`config.mk`:
```
export PLATFORM = sky130hd
export DESIGN_NAME = reset_timeout_sequencer
export DESIGN_NICKNAME = d
export VERILOG_FILES = /design/src/rts_pkg.sv /design/src/rts_timer.sv /design/src/reset_timeout_sequencer.sv
export VERILOG_INCLUDE_DIRS = /design/src
export SDC_FILE = /design/constraint.sdc
export NUM_CORES = 1
export LEC_CHECK = 0
export BUFFER_PORTS_ARGS = -buffer_cell sky130_fd_sc_hd__buf_2
export CAP_MARGIN = 20
export CORE_ASPECT_RATIO = 1.4
export CORE_MARGIN = 10
export CORE_UTILIZATION = 45
export DETAILED_ROUTE_END_ITERATION = 7
export GPL_TIMING_DRIVEN = 1
export PLACE_DENSITY = 0.77
export SYNTH_ARGS = -nofsm -noshare
export SYNTH_HDL_FRONTEND = slang
export SYNTH_SLANG_ARGS = --single-unit
```
`constraint.sdc`:
```
create_clock -name clk_sys -period 2.11 [get_ports clk_sys]
set_clock_uncertainty 0.05 [all_clocks]
set_input_delay 0.3165 -clock clk_sys [delete_from_list [all_inputs] [get_ports clk_sys]]
set_output_delay 0.3165 -clock clk_sys [all_outputs]
set_load 0.05 [all_outputs]
```
`src/rts_params.svh`:
```
// Timing counts, offsets, field positions and reset values of the sequencer.
`ifndef RTS_PARAMS_SVH
`define RTS_PARAMS_SVH

// ****************************************************************
// Clock and timing
// ****************************************************************
`define RTS_CLK_MHZ        100
`define RTS_RC_TICK_NS     1000
`define RTS_RC_TICK_CYC    ((`RTS_RC_TICK_NS * `RTS_CLK_MHZ) / 1000)
`define RTS_POWER_UP_DELAY_TIMER_MS        72
`define RTS_POWER_UP_DELAY_TIMER_TICKS     ((`RTS_POWER_UP_DELAY_TIMER_MS * 1000000) / `RTS_RC_TICK_NS)
`define RTS_OST_EDGES      1024
`define RTS_CPU_DELAY_US   10
`define RTS_CPU_DELAY_CYC  (`RTS_CPU_DELAY_US * `RTS_CLK_MHZ)
`define RTS_BOR_US         100
`define RTS_BOR_CYC        (`RTS_BOR_US * `RTS_CLK_MHZ)
`define RTS_TIMER_W        17

// ****************************************************************
// Register map
// ****************************************************************
`define RTS_ADDR_FLAGS     12'h000
`define RTS_ADDR_CFG       12'h004
`define RTS_ADDR_STATE     12'h008
`define RTS_BIT_BOR_N      0
`define RTS_BIT_POR_N      1
`define RTS_BIT_TIMEOUT    2
`define RTS_BIT_PWRDOWN    3
`define RTS_CFG_POWER_UP_DELAY_TIMER_N     0
`define RTS_CFG_BOR_EN     1
`define RTS_CFG_OSC_LSB    2
`define RTS_CFG_RESET      5'h1f
`define RTS_FLAGS_RESET    4'hc

// ****************************************************************
// Oscillator modes and program counter values
// ****************************************************************
`define RTS_OSC_LP         3'h0
`define RTS_OSC_XT         3'h1
`define RTS_OSC_HS         3'h2
`define RTS_PC_RESET       13'h0000
`define RTS_PC_VECTOR      13'h0004

`endif

```
`src/rts_pkg.sv`:
```
// Types shared by the reset sequencer modules.
package rts_pkg;

  // ****************************************************************
  // Types
  // ****************************************************************
  typedef enum logic [2:0] {
    kindNone, kindPor, kindBor, kindMclrRun, kindMclrSleep,
    kindWdtRun, kindWdtWake, kindIntWake
  } rts_kind_type;

  typedef enum logic [2:0] {
    stRun, stSleep, stHold, stPowerUp, stOscSettle, stFinish
  } rts_state_type;

  typedef struct packed {
    logic [2:0] oscMode;
    logic       brownOutDetectEnable;
    logic       powerUpDelayEnableN;
  } rts_cfg_type;

  typedef struct packed {
    logic timeOutFlag;
    logic powerDownFlag;
    logic powerOnFlagN;
    logic brownOutFlagN;
  } rts_flags_type;

endpackage : rts_pkg

```
`src/rts_timer.sv`:
```
// Restartable tick counter used for the delay timers.
`timescale 1ns/10ps
`include "rts_params.svh"

module rts_timer (
  input  wire logic                     clk_sys,
  input  wire logic                     rst,
  input  wire logic                     start,
  input  wire logic                     tick,
  input  wire logic [`RTS_TIMER_W-1:0]  target,
  output logic                          done
);
  import rts_pkg::*;

  logic [`RTS_TIMER_W-1:0] count_reg;
  logic                    busy_reg;

  // A new start always wins, so a restart mid-count begins from zero.
  always_ff @(posedge clk_sys) begin
    if (rst) begin
      count_reg <= '0;
      busy_reg  <= 1'b0;
      done      <= 1'b0;
    end else if (start) begin
      count_reg <= '0;
      busy_reg  <= 1'b1;
      done      <= 1'b0;
    end else if (busy_reg && tick) begin
      if (count_reg == target - 1'b1) begin
        busy_reg <= 1'b0;
        done     <= 1'b1;
      end
      count_reg <= count_reg + 1'b1;
    end
  end

endmodule : rts_timer

```
`src/reset_timeout_sequencer.sv`:
```
// Reset source combiner, time-out sequencer and reset-cause flags.
`timescale 1ns/10ps
`include "rts_params.svh"

module reset_timeout_sequencer #(
  parameter int POWER_UP_DELAY_TIMER_TICKS    = `RTS_POWER_UP_DELAY_TIMER_TICKS,
  parameter int BOR_FILTER_CYC = `RTS_BOR_CYC
) (
  input  wire logic                 clk_sys,
  input  wire logic                 rst,
  input  wire logic                 psel,
  input  wire logic                 penable,
  input  wire logic                 pwrite,
  input  wire logic [11:0]          paddr,
  input  wire logic [31:0]          pwdata,
  output logic      [31:0]          prdata,
  output logic                      pready,
  output logic                      pslverr,
  input  wire logic                 powerOnPulse,
  input  wire logic                 lowSupply,
  input  wire logic                 external_reset_n,
  input  wire logic                 primary_osc_input,
  input  wire logic                 watchdogEvent,
  input  wire logic                 interruptWake,
  input  wire logic                 sleepEnter,
  input  wire logic                 global_interrupt_enable,
  output logic                      coreResetOut,
  output logic                      coreRunOut,
  output logic                      pcLoadPulse,
  output logic      [12:0]          pcLoadValue,
  output logic                      resumePulse,
  output logic                      regInitPulse,
  output logic                      wakeFlagPulse,
  output rts_pkg::rts_flags_type    flagsOut
);
  import rts_pkg::*;

  // ****************************************************************
  // Decoding helpers
  // ****************************************************************
  function automatic logic isCrystal(input logic [2:0] mode);
    isCrystal = (mode == `RTS_OSC_LP) || (mode == `RTS_OSC_XT) ||
                (mode == `RTS_OSC_HS);
  endfunction : isCrystal

  function automatic logic isWake(input rts_kind_type k);
    isWake = (k == kindWdtWake) || (k == kindIntWake);
  endfunction : isWake

  // ****************************************************************
  // Pin synchronisers
  // ****************************************************************
  logic [3:0] pinMeta_reg;
  logic [3:0] pinSync_reg;
  logic       porDelay_reg;
  logic       oscDelay_reg;
  logic       porS;
  logic       lowS;
  logic       mclrS;
  logic       oscS;

  always_ff @(posedge clk_sys) begin
    if (rst) begin
      pinMeta_reg <= 4'h4;
      pinSync_reg <= 4'h4;
    end else begin
      pinMeta_reg <= {primary_osc_input, external_reset_n, lowSupply,
                      powerOnPulse};
      pinSync_reg <= pinMeta_reg;
    end
  end

  assign porS  = pinSync_reg[0];
  assign lowS  = pinSync_reg[1];
  assign mclrS = pinSync_reg[2];
  assign oscS  = pinSync_reg[3];

  always_ff @(posedge clk_sys) begin
    if (rst) begin
      porDelay_reg <= 1'b0;
      oscDelay_reg <= 1'b0;
    end else begin
      porDelay_reg <= porS;
      oscDelay_reg <= oscS;
    end
  end

  // ****************************************************************
  // Configuration and event detection
  // ****************************************************************
  rts_cfg_type cfg_reg;
  logic        porEvt;
  logic        borEvt;
  logic        oscEdge;
  logic [13:0] borCnt_reg;
  logic        borFired_reg;
  logic [6:0]  rcDiv_reg;
  logic        rcTick_reg;

  assign porEvt  = porS && !porDelay_reg;
  assign oscEdge = oscS && !oscDelay_reg;

  // The filter fires once per low period; short dips are ignored.
  always_ff @(posedge clk_sys) begin
    if (rst || !lowS || !cfg_reg.brownOutDetectEnable) begin
      borCnt_reg   <= '0;
      borFired_reg <= 1'b0;
    end else if (!borFired_reg) begin
      if (borCnt_reg == 14'(BOR_FILTER_CYC - 1)) begin
        borFired_reg <= 1'b1;
      end
      borCnt_reg <= borCnt_reg + 1'b1;
    end
  end

  assign borEvt = lowS && cfg_reg.brownOutDetectEnable && !borFired_reg &&
                  (borCnt_reg == 14'(BOR_FILTER_CYC - 1));

  // Stand-in for the internal RC clock as an enable pulse.
  always_ff @(posedge clk_sys) begin
    if (rst) begin
      rcDiv_reg  <= '0;
      rcTick_reg <= 1'b0;
    end else if (rcDiv_reg == 7'(`RTS_RC_TICK_CYC - 1)) begin
      rcDiv_reg  <= '0;
      rcTick_reg <= 1'b1;
    end else begin
      rcDiv_reg  <= rcDiv_reg + 1'b1;
      rcTick_reg <= 1'b0;
    end
  end

  // ****************************************************************
  // Delay timers
  // ****************************************************************
  logic startPwrt;
  logic startOst;
  logic startCpu;
  logic pwrtDone;
  logic ostDone;
  logic cpuDone;

  rts_timer u_power_up_delay_timer (
    .clk_sys (clk_sys),
    .rst     (rst),
    .start   (startPwrt),
    .tick    (rcTick_reg),
    .target  (`RTS_TIMER_W'(POWER_UP_DELAY_TIMER_TICKS)),
    .done    (pwrtDone)
  );

  rts_timer u_ost (
    .clk_sys (clk_sys),
    .rst     (rst),
    .start   (startOst),
    .tick    (oscEdge),
    .target  (`RTS_TIMER_W'(`RTS_OST_EDGES)),
    .done    (ostDone)
  );

  rts_timer u_cpu (
    .clk_sys (clk_sys),
    .rst     (rst),
    .start   (startCpu),
    .tick    (1'b1),
    .target  (`RTS_TIMER_W'(`RTS_CPU_DELAY_CYC)),
    .done    (cpuDone)
  );

  // ****************************************************************
  // Sequencer
  // ****************************************************************
  rts_state_type state_reg;
  rts_state_type state_next;
  rts_kind_type  kind_reg;
  rts_kind_type  kind_next;
  logic          needCpu_reg;
  logic          needCpu_next;
  logic          release_s;
  logic          holdClear;
  logic          oscStep;

  assign holdClear = !porS && !(lowS && cfg_reg.brownOutDetectEnable);
  assign oscStep   = isCrystal(cfg_reg.oscMode) &&
                     ((kind_reg == kindPor) || isWake(kind_reg));

  always_comb begin
    state_next   = state_reg;
    kind_next    = kind_reg;
    needCpu_next = needCpu_reg;
    startPwrt    = 1'b0;
    startOst     = 1'b0;
    startCpu     = 1'b0;
    release_s    = 1'b0;
    if (porEvt) begin
      state_next = stHold;
      kind_next  = kindPor;
    end else if (borEvt) begin
      state_next = stHold;
      kind_next  = kindBor;
    end else begin
      case (state_reg)
        stRun: begin
          if (!mclrS) begin
            state_next = stHold;
            kind_next  = kindMclrRun;
          end else if (watchdogEvent) begin
            state_next   = stFinish;
            kind_next    = kindWdtRun;
            needCpu_next = 1'b0;
          end else if (sleepEnter) begin
            state_next = stSleep;
          end
        end
        stSleep: begin
          if (!mclrS) begin
            state_next = stHold;
            kind_next  = kindMclrSleep;
          end else if (watchdogEvent || interruptWake) begin
            kind_next    = watchdogEvent ? kindWdtWake : kindIntWake;
            startCpu     = 1'b1;
            needCpu_next = 1'b1;
            if (isCrystal(cfg_reg.oscMode)) begin
              startOst   = 1'b1;
              state_next = stOscSettle;
            end else begin
              state_next = stFinish;
            end
          end
        end
        stHold: begin
          if ((kind_reg == kindPor) || (kind_reg == kindBor)) begin
            if (holdClear) begin
              startCpu     = 1'b1;
              needCpu_next = 1'b1;
              if (!cfg_reg.powerUpDelayEnableN) begin
                startPwrt  = 1'b1;
                state_next = stPowerUp;
              end else if (oscStep) begin
                startOst   = 1'b1;
                state_next = stOscSettle;
              end else begin
                state_next = stFinish;
              end
            end
          end else begin
            needCpu_next = 1'b0;
            state_next   = stFinish;
          end
        end
        stPowerUp: begin
          if (lowS && cfg_reg.brownOutDetectEnable) begin
            state_next = stHold;
            kind_next  = kindBor;
          end else if (pwrtDone) begin
            if (oscStep) begin
              startOst   = 1'b1;
              state_next = stOscSettle;
            end else begin
              state_next = stFinish;
            end
          end
        end
        stOscSettle: begin
          if (ostDone) begin
            state_next = stFinish;
          end
        end
        stFinish: begin
          if (mclrS && (cpuDone || !needCpu_reg)) begin
            release_s  = 1'b1;
            state_next = isWake(kind_reg) ? stRun : stRun;
          end
        end
        default: begin
          state_next = stHold;
          kind_next  = kindPor;
        end
      endcase
    end
  end

  always_ff @(posedge clk_sys) begin
    if (rst) begin
      state_reg   <= stHold;
      kind_reg    <= kindPor;
      needCpu_reg <= 1'b0;
    end else begin
      state_reg   <= state_next;
      kind_reg    <= kind_next;
      needCpu_reg <= needCpu_next;
    end
  end

  // ****************************************************************
  // Core control outputs
  // ****************************************************************
  logic resetKind;
  assign resetKind = !isWake(kind_next) && (kind_next != kindNone);

  always_ff @(posedge clk_sys) begin
    if (rst) begin
      coreResetOut <= 1'b1;
      coreRunOut   <= 1'b0;
    end else begin
      coreResetOut <= (state_next != stRun) && (state_next != stSleep) &&
                      resetKind;
      coreRunOut   <= (state_next == stRun);
    end
  end

  always_ff @(posedge clk_sys) begin
    if (rst) begin
      pcLoadPulse   <= 1'b0;
      pcLoadValue   <= `RTS_PC_RESET;
      resumePulse   <= 1'b0;
      regInitPulse  <= 1'b0;
      wakeFlagPulse <= 1'b0;
    end else begin
      pcLoadPulse   <= 1'b0;
      resumePulse   <= 1'b0;
      regInitPulse  <= 1'b0;
      wakeFlagPulse <= 1'b0;
      if (release_s) begin
        if (!isWake(kind_reg)) begin
          pcLoadPulse  <= 1'b1;
          pcLoadValue  <= `RTS_PC_RESET;
          regInitPulse <= 1'b1;
        end else if ((kind_reg == kindIntWake) &&
                     global_interrupt_enable) begin
          pcLoadPulse   <= 1'b1;
          pcLoadValue   <= `RTS_PC_VECTOR;
          wakeFlagPulse <= 1'b1;
        end else begin
          resumePulse   <= 1'b1;
          wakeFlagPulse <= 1'b1;
        end
      end
    end
  end

  // ****************************************************************
  // Reset-cause flags and register bus
  // ****************************************************************
  logic apbAccess;
  logic apbDone;
  logic wrFlags;

  assign apbAccess = psel && penable;
  assign apbDone   = apbAccess && pready;
  assign wrFlags   = apbDone && pwrite && (paddr == `RTS_ADDR_FLAGS);

  // Hardware clears win over a software set in the same cycle.
  always_ff @(posedge clk_sys) begin
    if (rst) begin
      flagsOut <= `RTS_FLAGS_RESET;
    end else begin
      if (wrFlags) begin
        flagsOut.brownOutFlagN <= pwdata[`RTS_BIT_BOR_N];
        flagsOut.powerOnFlagN  <= pwdata[`RTS_BIT_POR_N];
      end
      if (porEvt) begin
        flagsOut.powerOnFlagN <= 1'b0;
      end
      if (!porEvt && borEvt) begin
        flagsOut.brownOutFlagN <= 1'b0;
      end
      if (kind_next != kind_reg || porEvt || borEvt) begin
        case (kind_next)
          kindPor, kindBor: begin
            flagsOut.timeOutFlag   <= 1'b1;
            flagsOut.powerDownFlag <= 1'b1;
          end
          kindWdtRun: begin
            flagsOut.timeOutFlag   <= 1'b0;
            flagsOut.powerDownFlag <= 1'b1;
          end
          kindWdtWake: begin
            flagsOut.timeOutFlag   <= 1'b0;
            flagsOut.powerDownFlag <= 1'b0;
          end
          kindMclrSleep, kindIntWake: begin
            flagsOut.timeOutFlag   <= 1'b1;
            flagsOut.powerDownFlag <= 1'b0;
          end
          default: begin
          end
        endcase
      end
    end
  end

  always_ff @(posedge clk_sys) begin
    if (rst) begin
      cfg_reg <= `RTS_CFG_RESET;
    end else if (apbDone && pwrite && (paddr == `RTS_ADDR_CFG)) begin
      cfg_reg <= pwdata[4:0];
    end
  end

  // One wait state; the access completes at the second edge after penable rises.
  always_ff @(posedge clk_sys) begin
    if (rst) begin
      pready  <= 1'b0;
      pslverr <= 1'b0;
      prdata  <= '0;
    end else begin
      pready  <= apbAccess && !pready;
      pslverr <= 1'b0;
      prdata  <= '0;
      if (apbAccess && !pready) begin
        case (paddr)
          `RTS_ADDR_FLAGS: prdata <= {28'h0, flagsOut};
          `RTS_ADDR_CFG:   prdata <= {27'h0, cfg_reg};
          `RTS_ADDR_STATE: prdata <= {25'h0, coreResetOut,
                                      state_reg, kind_reg};
          default:         pslverr <= 1'b1;
        endcase
      end
    end
  end

endmodule : reset_timeout_sequencer

```
==> reports/qor.csv, run 1 <==
metric,value,unit
Post-Synth Simple-Gate Area,28.0,%
Hold/Removal Path Class,in2reg,
critical path data required time,2.35,ns
post-synth cell types,69,
Synth top area share,41.3,%
Mapped Area,5920,sq um
initial antenna violation count,1,
Placed Cells,926,
Detailed Routing Iterations Pass 1,4,
complex-gate fraction of the synthesized area,9.68,%
most numerous cell in the Yosys netlist,dfxtp_1,
first-pass GRT wire length,22.1,mm
total die area,18200,sq um
Sequential cell area,2460,sq um
largest family of logic cells by synthesized area,simple AND/OR/NAND/NOR gates,
GR Util met3,3.70,%
Ports,114,
count of final setup violators,20,
Synth Area in Adders,1.06,%
Iter 0 DRT Violations,263,
vias in the first global route,4876,
fin crit period,2.17,ns
Worst slew margin,63.5,%
H-tree levels,4,
setup TNS,-0.428,ns
latest clock arrival within the worst-skew pair,0.41,ns
Slew Limit Fails,0,
RSZ-0062 raised after global routing,yes,
"Area growth, synth to finish",26.8,%
type of origin of the critical path,flip-flop,
Worst Path Max Fanout,6,
vias after detailed routing,4898,
fin cells,967,
Final Cycle Share,103,%
Arrival @ worst endpoint,2.41,ns
Main synth FF type,dfxtp_1,
clock tree sinks,122,
row count,49,
number of synthesized flops with an enable pin,0,
core area,12900,sq um
# port buffers,49,
Avg Vias per Cell,5.07,
Multi-input gate area,3280,sq um
PD cells,1060,nW/um^2
run status,"finished, violations left",
Routed WL,13.3,mm
Global Route met2 Usage,26.4,%
post-synthesis sequential area ratio,41.3,%
Final Hold Fails,0,
mux cell area share after synthesis,2.11,%
failing checks,setup timing,
critical path type,reg2reg,
clock tree root buffer cell,clkbuf_16,
total gr overflow,0,
Post-synth top cells,"dfxtp_1 (122), nor2_1 (105), nand2_1 (44)",
Static Leak,3.07,nW
largest cells by area after synthesis,"dfxtp_1 (41%), nor2_1 (6.7%), xor2_1 (6.2%), buf_4 (4.8%), xnor2_1 (3.4%)",
clock tree buffer depth,2,
cell taking the most area after synthesis,dfxtp_1,
Routed wire per std cell,13.7,um
Slew @ Worst Pin,0.542,ns
gp weighted congestion,0.880,
Yosys warning count,0,
Die Y,156,um
DRC violations left,0,
CP Capture Type,flip-flop,
fill count,1076,
CTS tree,built,
Syn Inst Count,680,
Nets,863,
Detailed Place HPWL,9.47,mm
DIE WIDTH,117,um
clk slew on worst S/H paths,0.06,ns
syn_area_per_cell,8.70,sq um
largest net degree at the start of global routing,21,
Tot GR Track Use,14.8,%
diodes inserted,0,
Final WS setup,-0.0597,ns
number of synthesized register bits,122,
total CTS buffers,17,
DRT antenna net count,0,
busiest grt layer,met2,
ys async rst share,0,%
worst vdd ir,0.588,mV
share of layout cells above drive strength 1,27.4,%
XOR/XNOR Fraction of Synth Area,9.62,%
grt met1 use,16.1,%
Initial Util,46.0,%
max cap viols,0,
f_max,0.461,GHz
-- critical path, stage by stage (launching register included) --
cell and delay [ns]:
dfxtp_4 0.35, buf_6 0.12, and4bb_2 0.26, a32oi_4 0.22, o311ai_4 0.19, buf_4 0.19, buf_4 0.13, a21oi_2 0.10
mux2i_1 0.07, or3_1 0.36
-- cells in the final DEF, fill, tap and decap left out, types with 13 or more instances in the layout --
cell type,netlist,layout
buf_2,6,49
inv_1,13,13
nand4_1,18,18
buf_4,38,72
a21oi_1,32,28
xor2_1,42,42
nor2_1,105,103
dfxtp_1,122,116
nand2_1,44,44
nor2b_1,22,20
and3_1,15,15
conb_1,1,37
nor2_2,11,13
clkbuf_16,0,18
xnor2_1,23,22
nand3_1,30,29
-- power breakdown --
group / switching, mW / internal (mW)
Sequential: 0.151 / 2.44
Clock: 1.06 / 1.85
Combinational: 1.27 / 1.16
-- worst paths after layout --
check	from	to	depth (start not counted)	slack, ns
min	external_reset_n	pinMeta_reg[2]$_SDFF_PP1_	2	0.05
min reg2reg	pinMeta_reg[2]$_SDFF_PP1_	pinSync_reg[2]$_SDFF_PP1_	1	0.36
max	pinSync_reg[2]$_SDFF_PP1_	flagsOut[2]$_SDFFE_PP1P_	9	-0.06
max reg2reg	pinSync_reg[2]$_SDFF_PP1_	flagsOut[2]$_SDFFE_PP1P_	9	-0.06
-- per-stage QoR --
step	hold WS (ns)	setup WS (ns)	power, mW	util [%]	instance area [sq um]
final	0.0460	-0.0597	7.95	58.3	7510
after global routing	0.0371	-0.128	8.31	58.3	7510
after CTS	0.0290	-0.0810	7.80	57.2	7370
after detailed placement	0.353	-0.214	4.64	51.5	6640
after global placement	0.351	-0.152	4.62	51.5	6640
after floorplan	0.339	0.0342	4.03	-	6060
-- cells by family after synthesis --
logic type | after synthesis
XOR/XNOR | 65
multiplexers | 12
adder cells (fa/ha/maj) | 5
AND/OR/NAND/NOR | 318
buffers and inverters | 77
flip-flops | 122
other | 1
AO/OA/AOI/OAI | 80
-- cell type report --
cell class | count | area share (%)
Multi-Input combinational cell | 517 | 43.7
Sequential cell | 122 | 32.8
Timing Repair Buffer | 130 | 12.4
Clock buffer | 17 | 5.67
Tap cell | 153 | 2.55
Clock inverter | 15 | 2.33
Inverter | 13 | 0.650
-- layer usage --
layer  part of all wire (%)  vias up
li1                       -     2500
met1                     42     2288
met2                     53       91
met3                    3.8       17
met4                    1.3        2
met5                  0.083        -
-- repair_timing --
| item | in CTS | in global routing |
|---|---|---|
| hold endpoints to repair | 0 | 0 |
| endpoints found under the setup margin | 60 | 43 |
| gates resized for setup | 25 | 21 |
| gates cloned | 0 | 1 |
| hold buffers | 0 | 0 |
| pin swaps | 10 | 10 |
| setup buffers | 6 | 2 |
Power figures use the tool's default switching activity.
==> run 2: changes to the inputs <==
--- a/config.mk
+++ b/config.mk
@@ -9,11 +9,12 @@
 export BUFFER_PORTS_ARGS = -buffer_cell sky130_fd_sc_hd__buf_2
 export CAP_MARGIN = 20
 export CORE_ASPECT_RATIO = 1.4
-export CORE_MARGIN = 10
-export CORE_UTILIZATION = 45
+export CORE_MARGIN = 2
+export CORE_UTILIZATION = 40
 export DETAILED_ROUTE_END_ITERATION = 7
 export GPL_TIMING_DRIVEN = 1
-export PLACE_DENSITY = 0.77
+export HOLD_SLACK_MARGIN = 0.02
+export PLACE_DENSITY = 0.7
 export SYNTH_ARGS = -nofsm -noshare
 export SYNTH_HDL_FRONTEND = slang
 export SYNTH_SLANG_ARGS = --single-unit
==> run 2 against run 1 <==
Effect of this change:
- the run still ends with setup timing left
- count of clock-buffer cells in the layout grew 3
- global-route usage grew 2.0 points
- utilization shrank 5.5 points
- non-clock buffer count grew 11
- sequential power is essentially flat
- first-iteration DRC count shrank 16%
- clock power shrank 4%
- setup slack gained 0.013 ns
- cell area grew 1.6%
- largest cell class unchanged
==> reports/qor.csv, run 2 (synthesized netlist as in run 1, its figures left out) <==
metric,value,unit,change
Tot GR Track Use,16.8,%,+2.0 points
CTS tree,built,,
Static Leak,3.12,nW,+1.9%
Arrival @ worst endpoint,2.39,ns,-0.02 ns
most frequent cells in the layout,"dfxtp_1 (117), nor2_1 (104), buf_4 (79)",,
Top delay family on crit path,compound AO/OA/AOI/OAI gates,,
total die area,15800,sq um,-13%
PD cells,1020,nW/um^2,-3.4%
critical path cell sequence,buf_6 -> or3_1 -> a21o_1 -> o311ai_4 -> o21ai_2 -> a211oi_4 -> mux2i_1 -> or3_1,,
Final WS setup,-0.0465,ns,+0.0132 ns
Routed wire per std cell,12.9,um,-6.3%
Finished Cell Area,7620,sq um,+1.6%
max cap viols,0,,unchanged
Worst Path Max Fanout,6,,unchanged
Detailed Place HPWL,9.13,mm,-3.6%
Ports,114,,unchanged
RSZ-0062 raised after global routing,yes,,
Post-Place Cell Area,6780,sq um,+2.2%
Initial Util,41.0,%,-5.0 points
clock tree buffer depth,2,,unchanged
clk slew on worst S/H paths,0.05,ns,about the same
f_max,0.464,GHz,+0.61%
# port buffers,49,,unchanged
vias after detailed routing,4993,,+1.9%
latest clock arrival within the worst-skew pair,0.41,ns,about the same
diodes inserted,0,,unchanged
worst vdd ir,0.632,mV,+7.5%
critical path data required time,2.35,ns,about the same
vias in the first global route,4711,,-3.4%
largest net degree at the start of global routing,37,,+76%
total CTS buffers,17,,unchanged
Iter 0 DRT Violations,222,,-16%
Routed WL,13.0,mm,-1.9%
Worst path max stage delay,0.38,ns,+0.02 ns
setup TNS,-0.0500,ns,+0.378 ns
initial antenna violation count,0,,-1
H-tree levels,4,,unchanged
CP bufs+invs,1,,-2
Detailed Routing Iterations Pass 1,4,,unchanged
clock tree root buffer cell,clkbuf_16,,
run status,"finished, violations left",,
Final Hold Fails,0,,unchanged
Avg Vias per Cell,4.93,,-2.6%
total gr overflow,0,,unchanged
gp weighted congestion,0.842,,-4.3%
core area,14400,sq um,+12%
count of final setup violators,2,,-90%
row count,52,,+6.1%
CP Capture Type,flip-flop,,
DIE WIDTH,107,um,-8.7%
type of origin of the critical path,flip-flop,,
Critical-path top delay cell,or3_1,,
FF-to-FF setup slack,-0.05,ns,about the same
Nets,874,,+1.3%
"most used cell, CP",or3_1,,
failing checks,setup timing,,
share of layout cells above drive strength 1,27.5,%,+0.065 points
Final Cycle Share,102,%,-0.63 points
Die Y,148,um,-5.0%
Hold/Removal Path Class,in2reg,,
"most common cell after layout, fill and taps aside",dfxtp_1,,
DRT antenna net count,0,,unchanged
Slew Limit Fails,0,,unchanged
DRC violations left,0,,unchanged
"Area growth, synth to finish",28.8,%,
clock tree sinks,122,,unchanged
first-pass GRT wire length,21.3,mm,-3.3%
fin crit period,2.16,ns,-0.0132 ns
critical path type,reg2reg,,
==> run 2: cell types whose count changed in the layout (fill, tap and decap cells not counted), moves of 2 or more <==
| cell | before | now |
|---|---|---|
| clkbuf_1 | 0 | 3 |
| buf_4 | 72 | 79 |
| clkinv_2 | 4 | 6 |
| clkinvlp_4 | 4 | 1 |
| clkinv_4 | 3 | 0 |
| buf_12 | 3 | 5 |
==> run 2: layout make-up <==
class | count | area, sq um
multi-input cells | 517 | 3280
inverters | 13 | 48.8
clock inverters | 10 | 128
repair buffers | 141 | 1040
well taps | 189 | 236
flip-flops and latches | 122 | 2460
clock buffers | 20 | 437
fillers | 1331 | 6820
==> run 2: worst paths after layout <==
check | end | from | cells past startpoint
setup / recovery | flagsOut[2]$_SDFFE_PP1P_ | state_reg[2]$_SDFF_PP0_ | 8
hold / removal | cfg_reg[4]$_SDFFE_PP1P_ | pwdata[4] | 2
setup reg to reg | flagsOut[2]$_SDFFE_PP1P_ | state_reg[2]$_SDFF_PP0_ | 8
hold reg to reg | pinSync_reg[2]$_SDFF_PP1_ | pinMeta_reg[2]$_SDFF_PP1_ | 1
==> run 2: stage by stage <==
stage	power, mW	hold WS [ns]	util, %	instances	setup WS [ns]
CTS	7.69	0.0419	51.8	1006	-0.0420
floorplan	4.03	0.339	-	716	0.0342
global placement	4.67	0.350	46.9	972	-0.176
global route	8.15	0.0423	52.8	1012	-0.119
detailed placement	4.69	0.348	46.9	972	-0.197
finish	7.79	0.0606	52.8	1012	-0.0465
==> run 2: where the power goes <==
group	leakage (nW)	switching, mW	internal (mW)	total, mW
registers	0.989	0.180	2.44	2.62
logic	1.86	1.21	1.15	2.37
clock network	0.279	0.981	1.83	2.81
total	3.12	2.38	5.42	7.79
==> run 2: what timing repair did <==
action | in CTS | in global routing
gates cloned | 0 | 1
pin swaps | 11 | 14
setup buffers | 3 | 5
hold endpoints to repair | 1 | 0
hold buffers | 1 | 0
setup endpoints to repair | 59 | 64
gates resized for setup | 27 | 21
==> run 2: metal layers <==
metal / wire [um] / GRT usage [%]
met1: 5320 / 18.5
met4: 274 / 6.88
met2: 6980 / 30.0
met3: 457 / 4.67
met5: 0 / 0
==> run 2: worst register-to-register path, cell delays in order (launching register included) <==
cell      delay [ns]
dfxtp_4         0.37
buf_6           0.13
or3_1           0.38
a21o_1          0.22
o311ai_4        0.11
o21ai_2         0.11
a211oi_4        0.26
mux2i_1         0.11
or3_1           0.30
